**src/inc/can_mode_pkg.sv**
```systemverilog
// shared constants and types for the transceiver mode control and its controller end
package can_mode_pkg;
  // clock rate
  localparam int unsigned CLK_HZ = 50_000_000;
  // documented times, all in microseconds
  localparam int unsigned T_MODE_US = 20;          // mode change window (typical figure)
  localparam int unsigned T_UV_FILTER_US = 10;     // undervoltage filter, longest
  localparam int unsigned T_PON_US = 280;          // power-up delay, longest
  localparam int unsigned T_DOM_TIMEOUT_US = 1000; // dominant timeout, least (1 ms)
  // cycle counts derived from the times (microseconds times whole clock MHz, no rounding step for least or longest)
  localparam int unsigned MODE_CYC = (T_MODE_US * (CLK_HZ / 1_000_000));
  localparam int unsigned UV_FILTER_CYC = (T_UV_FILTER_US * (CLK_HZ / 1_000_000));
  localparam int unsigned PON_CYC = (T_PON_US * (CLK_HZ / 1_000_000));
  localparam int unsigned DOM_TIMEOUT_CYC = (T_DOM_TIMEOUT_US * (CLK_HZ / 1_000_000));
  localparam int unsigned CNT_W = 20;
  // reset values of the controller's own pins and registers
  localparam logic PIN_IDLE = 1'b1;
  // controller register offsets
  localparam logic [1:0] REG_CTRL = 2'h0;
  localparam logic [1:0] REG_STATUS = 2'h1;
  localparam logic [1:0] REG_TXD = 2'h2;
  // control field positions
  localparam int unsigned CTRL_STBY_BIT = 0;
  localparam int unsigned CTRL_RXONLY_BIT = 1;
  // operating modes, one-hot
  typedef enum logic [4:0] {
    MODE_POWER_DOWN = 5'b0_0001,
    MODE_POWER_SAVE = 5'b0_0010,
    MODE_NORMAL = 5'b0_0100,
    MODE_RX_ONLY = 5'b0_1000,
    MODE_CHANGING = 5'b1_0000
  } mode_t;
endpackage

```
**src/inc/can_mode_if.sv**
```systemverilog
// pins between the protocol controller and the transceiver
`timescale 1ns/1ps
interface can_mode_if;
  logic standby_select_n;
  logic receive_only_select_n;
  logic txd;
  logic rxd;
  modport device (input standby_select_n, input receive_only_select_n, input txd, output rxd);
  modport controller (output standby_select_n, output receive_only_select_n, output txd, input rxd);
endinterface

```
**src/can_transceiver_mode_control.sv**
```systemverilog
// transceiver mode, power-down and fail-safe control
`timescale 1ns/1ps
// Functional notes
// - select low, receive-only high: normal mode
// - both selects low: receive-only mode
// - select high: power-save mode
// - mode takes effect after mode delay
// - normal: transmit, receive, bias, protections active
// - normal only above rising undervoltage threshold
// - transmit enabled only after recessive input
// - receive-only: transmitter off, no timeout
// - receive-only only above undervoltage threshold
// - power-save: receive output high, bias floats
// - filtered undervoltage forces power-down state
// - power-down: everything off, undervoltage watched
// - leave power-down after power-up delay
// - open pins read high: power-save
// - long dominant input disables transmitter
// - rising transmit edge releases timeout
// - receive output high while leaving power-save
// - overtemperature disables transmitter, hysteresis flag
// - low input dominant, dominant gives low output
// - dominant timeout between 1 and 4 ms
module can_transceiver_mode_control
  import can_mode_pkg::*;
#(
  parameter int unsigned MODE_CYCLES = can_mode_pkg::MODE_CYC,
  parameter int unsigned UV_FILTER_CYCLES = can_mode_pkg::UV_FILTER_CYC,
  parameter int unsigned PON_CYCLES = can_mode_pkg::PON_CYC,
  parameter int unsigned DOM_TIMEOUT_CYCLES = can_mode_pkg::DOM_TIMEOUT_CYC
) (
  input wire logic clk_sys,
  input wire logic rst_n,
  can_mode_if.device pins,
  input wire logic supply_above_rising,
  input wire logic supply_below_falling,
  input wire logic overtemp,
  input wire logic bus_dominant,
  output logic bus_drive_dominant,
  output logic bus_bias_on,
  output logic receiver_on,
  output logic [4:0] mode_state
);
  import can_mode_pkg::*;

  // ==========================================================
  // state
  typedef struct packed {
    mode_t mode;
    mode_t target;
    logic [CNT_W-1:0] mode_cnt;
    logic [CNT_W-1:0] uv_cnt;
    logic [CNT_W-1:0] dom_cnt;
    logic tx_blocked;
    logic timed_out;
    logic ot_latched;
    logic txd_prev;
    logic rxd;
    logic drive;
    logic bias;
    logic rx_on;
  } state_t;

  state_t st;
  state_t next_st;
  mode_t req;

  // ==========================================================
  // pin decode; the pins read high when open, so idle means power-save
  always_comb begin
    if (pins.standby_select_n) begin
      req = MODE_POWER_SAVE;
    end else if (pins.receive_only_select_n) begin
      req = MODE_NORMAL;
    end else begin
      req = MODE_RX_ONLY;
    end
  end

  // ==========================================================
  // next-state logic
  always_comb begin
    next_st = st;
    next_st.txd_prev = pins.txd;
    // undervoltage filter runs in every mode, even power-down
    if (supply_below_falling) begin
      if (st.uv_cnt < CNT_W'(UV_FILTER_CYCLES)) begin
        next_st.uv_cnt = st.uv_cnt + 1'b1;
      end
    end else begin
      next_st.uv_cnt = '0;
    end
    case (st.mode)
      MODE_POWER_DOWN: begin
        // wait out the power-up delay with a good supply
        if (!supply_below_falling && st.mode_cnt < CNT_W'(PON_CYCLES)) begin
          next_st.mode_cnt = st.mode_cnt + 1'b1;
        end else if (supply_below_falling) begin
          next_st.mode_cnt = '0;
        end else begin
          next_st.mode = MODE_POWER_SAVE;
          next_st.mode_cnt = '0;
        end
      end
      MODE_CHANGING: begin
        // new mode only counts once the delay expired
        if (st.mode_cnt < CNT_W'(MODE_CYCLES)) begin
          next_st.mode_cnt = st.mode_cnt + 1'b1;
        end else begin
          next_st.mode = st.target;
          next_st.mode_cnt = '0;
          next_st.tx_blocked = 1'b1;
        end
      end
      MODE_POWER_SAVE, MODE_NORMAL, MODE_RX_ONLY: begin
        // supply gates entry into the active modes
        if (req != st.mode && (req == MODE_POWER_SAVE || supply_above_rising)) begin
          next_st.target = req;
          next_st.mode = MODE_CHANGING;
          next_st.mode_cnt = '0;
        end
      end
      default: begin
        next_st.mode = MODE_POWER_DOWN;
      end
    endcase
    // the supply check wins over any pin request
    if (st.uv_cnt >= CNT_W'(UV_FILTER_CYCLES) && supply_below_falling && st.mode != MODE_POWER_DOWN) begin
      next_st.mode = MODE_POWER_DOWN;
      next_st.mode_cnt = '0;
    end
    // recessive input after entry unblocks the path
    if (st.mode == MODE_NORMAL && st.tx_blocked && pins.txd) begin
      next_st.tx_blocked = 1'b0;
    end
    // dominant timeout counts only in normal mode
    if (st.mode == MODE_NORMAL && !pins.txd) begin
      if (st.dom_cnt < CNT_W'(DOM_TIMEOUT_CYCLES)) begin
        next_st.dom_cnt = st.dom_cnt + 1'b1;
      end else begin
        next_st.timed_out = 1'b1;
      end
    end else begin
      next_st.dom_cnt = '0;
    end
    if (st.timed_out && pins.txd && !st.txd_prev) begin
      next_st.timed_out = 1'b0;
    end
    if (st.mode != MODE_NORMAL) begin
      next_st.timed_out = 1'b0;
    end
    // sensor flag carries its own hysteresis; only watched in normal mode
    next_st.ot_latched = (st.mode == MODE_NORMAL) && overtemp;
    // outputs registered here
    next_st.drive = (next_st.mode == MODE_NORMAL) && !next_st.tx_blocked && !next_st.timed_out
                    && !next_st.ot_latched && !pins.txd;
    next_st.rx_on = (next_st.mode == MODE_NORMAL) || (next_st.mode == MODE_RX_ONLY);
    next_st.bias = next_st.rx_on;
    next_st.rxd = next_st.rx_on ? !bus_dominant : 1'b1;
  end

  // ==========================================================
  // state register
  always_ff @(posedge clk_sys or negedge rst_n) begin
    if (!rst_n) begin
      st <= '{mode: MODE_POWER_DOWN, target: MODE_POWER_SAVE, mode_cnt: '0, uv_cnt: '0, dom_cnt: '0,
              tx_blocked: 1'b1, timed_out: 1'b0, ot_latched: 1'b0, txd_prev: PIN_IDLE, rxd: PIN_IDLE,
              drive: 1'b0, bias: 1'b0, rx_on: 1'b0};
    end else begin
      st <= next_st;
    end
  end

  assign pins.rxd = st.rxd;
  assign bus_drive_dominant = st.drive;
  assign bus_bias_on = st.bias;
  assign receiver_on = st.rx_on;
  assign mode_state = st.mode;
endmodule

```
**src/flat_wrapper.sv**
```systemverilog
// flat-port wrapper written by rule: the top's interface ports become plain ports
module can_transceiver_mode_control_flat import can_mode_pkg::*;
#(
  parameter int unsigned MODE_CYCLES = can_mode_pkg::MODE_CYC,
  parameter int unsigned UV_FILTER_CYCLES = can_mode_pkg::UV_FILTER_CYC,
  parameter int unsigned PON_CYCLES = can_mode_pkg::PON_CYC,
  parameter int unsigned DOM_TIMEOUT_CYCLES = can_mode_pkg::DOM_TIMEOUT_CYC
)
  (clk_sys, rst_n, supply_above_rising, supply_below_falling, overtemp, bus_dominant, bus_drive_dominant, bus_bias_on, receiver_on, mode_state, pins_standby_select_n, pins_receive_only_select_n, pins_txd, pins_rxd);
  can_mode_if pins_i ();
  input wire logic clk_sys;
  input wire logic rst_n;
  input wire logic supply_above_rising;
  input wire logic supply_below_falling;
  input wire logic overtemp;
  input wire logic bus_dominant;
  output logic bus_drive_dominant;
  output logic bus_bias_on;
  output logic receiver_on;
  output logic [4:0] mode_state;
  input wire logic [$bits(pins_i.standby_select_n)-1:0] pins_standby_select_n;
  input wire logic [$bits(pins_i.receive_only_select_n)-1:0] pins_receive_only_select_n;
  input wire logic [$bits(pins_i.txd)-1:0] pins_txd;
  output wire logic [$bits(pins_i.rxd)-1:0] pins_rxd;
  assign pins_i.standby_select_n = pins_standby_select_n;
  assign pins_i.receive_only_select_n = pins_receive_only_select_n;
  assign pins_i.txd = pins_txd;
  assign pins_rxd = pins_i.rxd;
  can_transceiver_mode_control #(.MODE_CYCLES(MODE_CYCLES), .UV_FILTER_CYCLES(UV_FILTER_CYCLES), .PON_CYCLES(PON_CYCLES), .DOM_TIMEOUT_CYCLES(DOM_TIMEOUT_CYCLES)) u_core (.clk_sys(clk_sys), .rst_n(rst_n), .pins(pins_i), .supply_above_rising(supply_above_rising), .supply_below_falling(supply_below_falling), .overtemp(overtemp), .bus_dominant(bus_dominant), .bus_drive_dominant(bus_drive_dominant), .bus_bias_on(bus_bias_on), .receiver_on(receiver_on), .mode_state(mode_state));
endmodule
```
**config.mk**
```make
export PLATFORM = sky130hd
export DESIGN_NAME = can_transceiver_mode_control_flat
export DESIGN_NICKNAME = d
export VERILOG_FILES = /design/src/inc/can_mode_pkg.sv /design/src/inc/can_mode_if.sv /design/src/can_transceiver_mode_control.sv /design/src/flat_wrapper.sv
export SDC_FILE = /design/constraint.sdc
export NUM_CORES = 1
export LEC_CHECK = 0
export BUFFER_PORTS_ARGS = -buffer_cell sky130_fd_sc_hd__buf_2
export CAP_MARGIN = 0
export CORE_UTILIZATION = 55
export DETAILED_ROUTE_END_ITERATION = 12
export PLACE_DENSITY = 0.75
export SLEW_MARGIN = 10
export SYNTH_ARGS = -nofsm -noshare
export SYNTH_HDL_FRONTEND = slang
export SYNTH_SLANG_ARGS = --single-unit
```
**constraint.sdc**
```tcl
create_clock -name clk_sys -period 2.28 [get_ports clk_sys]
set_input_delay 0.114 -clock clk_sys [delete_from_list [all_inputs] [get_ports clk_sys]]
set_output_delay 0.114 -clock clk_sys [all_outputs]
set_load 0.1 [all_outputs]
```
==> results.md <==
- Status: completed
- PD cells: between 500 and 600 nW/um^2
- Syn avg cell area: 9.76 sq um
- Largest net degree at the start of global routing: 30
- Drt via density: 5.92
- Endpoint type of the worst setup path: flop
- Commonest register cell after synthesis: dfrtp_1
- Post-synth cell types: 62
- Drt total wl: 8440 um
- Max-slew violations: 0
- Clock sink count: 74
- Total gr overflow: 0
- Static Leak: around 0.0019 uW
- Startpoint class of the critical path: flop
- Max_slew headroom: 0.576
- Final setup viols: 0
- Fin crit period: 2250 ps
- Setup TNS: 0 ps
- Worst hold path type: in -> reg
- Layout cells sized above 1: 0.258
- Rows: 30
- Worst Skew: 13.9 ps
- Port Buffers: 17
- Design area: roughly 4600 sq um
- Final ANT Viol Nets: 0
- Synth Register Bits: 74
- Core footprint: 6830 sq um
- Num CTS Buffers: 9
- CTS tree: done
- Final worst path period share: 0.985
- Cell area after synthesis: slightly below 4000 sq um
- 1st-iter DRT viols: between 200 and 250
- Vias in the first global route: 3151
- Peak supply drop: 307 uV
- Layout area overhead: 18.8%
- Worst EP arrival: 2530 ps
- Worst hold slack: 41.6 ps
- Number of top-level pins: 18
- Initial Util: 0.572
- CP max FO: 11
- Chip Height: between 80 and 90 um
- Fin. Hold Viols: 0
- Post-placement cell area: 4260 sq um
- # DRC: 0
- Drt pass-1 iters: 4
- Die width: 86.3 um
- Core Util, Final: 0.679
- Required @ worst endpoint: 2560 ps
- Yosys Warn Count: 0
- Max Clk Rate: 0.445 GHz
- Synthesized Nets: 413
- Post-synth EDFFs: 0
- Setup CP Type: reg -> reg
- GPL Wtd Cong: 0.912
- Skew-Pair Late Insertion Delay: 350 ps
- Non-filler instance count after layout: between 500 and 600
- Die Area: approximately 7400 sq um
- H-tree lvl count: 3
- Async SR Flop Fraction: 1.00
- Cells after Synth: 400
- Sequential share of the synthesized area: 0.476
- RSZ-0062 raised after global routing: true
- Wire length of the first global-routing pass: ~14000 um
- DR vias: 3256
- Clock tree buffer depth: 2
- Drt wl/cell: 15.3 um
- Nets: 462
- DP HPWL: 5850 um
- Worst-Margin Slew: 636 ps
- Clock root cell: clkbuf_8
- Clock slew at reported path FFs: 80 ps
- Post-placement cell count: 527
- Antenna violations before repair: 0
- Gr usage total: 0.237
- Max Cap Viol: 0
- Ant. Diodes: 0
## layer usage
layer | global-route usage | up-vias | part of all wire
li1 | - | 1562 | -
met1 | 0.319 | 1599 | 0.46
met2 | 0.382 | 81 | 0.49
met3 | 0.0343 | 14 | 0.036
met4 | 0.109 | 0 | 0.015
met5 | 0 | - | 0
## path summary, 6_finish.rpt
| kind | to | startpoint | cells after the start | slack, ps |
|---|---|---|---|---|
| max | u_core.pins.rxd | u_core.mode_state[1] | 8 | 30 |
| min in group asynchronous | u_core.st[16] | rst_n | 2 | 290 |
| min | u_core.pins.rxd | bus_dominant | 3 | 40 |
| max in group asynchronous | u_core.st[4] | rst_n | 3 | 1200 |
| min reg2reg | u_core.st[42] | u_core.st[42] | 1 | 490 |
| max reg2reg | u_core.pins.rxd | u_core.mode_state[1] | 8 | 30 |
## final cells by class
type	count	area, sq um
Fill cell	528	2190
Multi-Input combinational cell	275	1910
Sequential cell	74	1860
Timing Repair Buffer	60	444
Clock buffer	10	128
Tap cell	96	120
Inverter	29	109
Clock inverter	6	67.6
## logic make-up (layout without fill, tap and decap cells)
kind of cell	count (synthesis)	count (layout)	share of synthesized area
mux	3	3	0.00833
flops	74	74	0.476
xor+xnor	12	12	0.0269
fa+ha+maj	4	4	0.0128
simple gates	150	150	0.215
compound gates	106	106	0.195
buf+inv	51	105	0.0654
## worst max-delay path, cell delays in order, from the launching register on
cell	delay (ps)
dfrtp_1	400
buf_6	150
or3b_4	400
o21a_1	190
buf_4	140
nor4_4	210
a21oi_2	60
or3_1	330
a211o_1	310
## power by group
part | internal, uW | leakage, uW | switching [uW] | total (uW)
Sequential | 1320 | 0.00101 | 12.1 | 1340
Clock | 507 | 0.0000925 | 500 | 1010
Combinational | 42.0 | 0.000801 | 71.7 | 114
## registers in the layout, summed over array words and instances, names as in the netlist
register / cells
u_core.mode_state: 5
u_core.bus_drive_dominant: 1
u_core.bus_bias_on: 1
u_core.st: 66
u_core.pins.rxd: 1
## layout by cell type (no fill, tap or decap), types with 10 or more instances in the layout
cell	synthesis	routed
inv_1	29	29
buf_2	1	17
nand4_1	13	13
and2_1	20	20
a21oi_1	17	16
nor2_1	26	26
nand2_1	22	19
or3_1	14	14
dfrtp_1	69	69
buf_4	11	35
o21ai_0	22	19
nand3_1	23	23
a32oi_1	10	10
## synthesized netlist by cell type (all sizes together) (3+ instances only)
| master | n | area share |
|---|---|---|
| a2111oi | 3 | 0.0067 |
| a211o | 3 | 0.0067 |
| a211oi | 4 | 0.0077 |
| a21oi | 19 | 0.026 |
| a32oi | 10 | 0.022 |
| and2 | 20 | 0.032 |
| and3 | 3 | 0.0048 |
| buf | 14 | 0.028 |
| clkbuf | 7 | 0.0067 |
| dfrtp | 69 | 0.44 |
| dfstp | 5 | 0.034 |
| ha | 4 | 0.013 |
| inv | 29 | 0.028 |
| nand2 | 22 | 0.021 |
| nand3 | 23 | 0.029 |
| nand4 | 13 | 0.021 |
| nor2 | 26 | 0.025 |
| nor4 | 10 | 0.020 |
| o211ai | 3 | 0.0058 |
| o21a | 7 | 0.013 |
| o21ai | 24 | 0.034 |
| o22ai | 11 | 0.018 |
| o2bb2a | 7 | 0.018 |
| or2 | 4 | 0.0070 |
| or3 | 15 | 0.025 |
| xnor2 | 9 | 0.020 |
| xor2 | 3 | 0.0067 |
## metrics by stage
stage | power (uW) | setup slack, ps
3_3_place_gp | 1460 | 2.76
2_1_floorplan | 1410 | 3.99
3_5_place_dp | 1460 | -66.8
5_1_grt | 2540 | -44.2
4_1_cts | 2460 | 15.2
6_report | 2460 | 33.7
## what timing repair did
action | in CTS | in global routing
endpoints found under the setup margin | 16 | 27
hold endpoints to repair | 23 | 0
cloned | 0 | 1
setup buffers | 0 | 4
hold buffers | 2 | 0
gates resized for setup | 4 | 28
pin swaps | 0 | 9
Power figures use the tool's default switching activity.
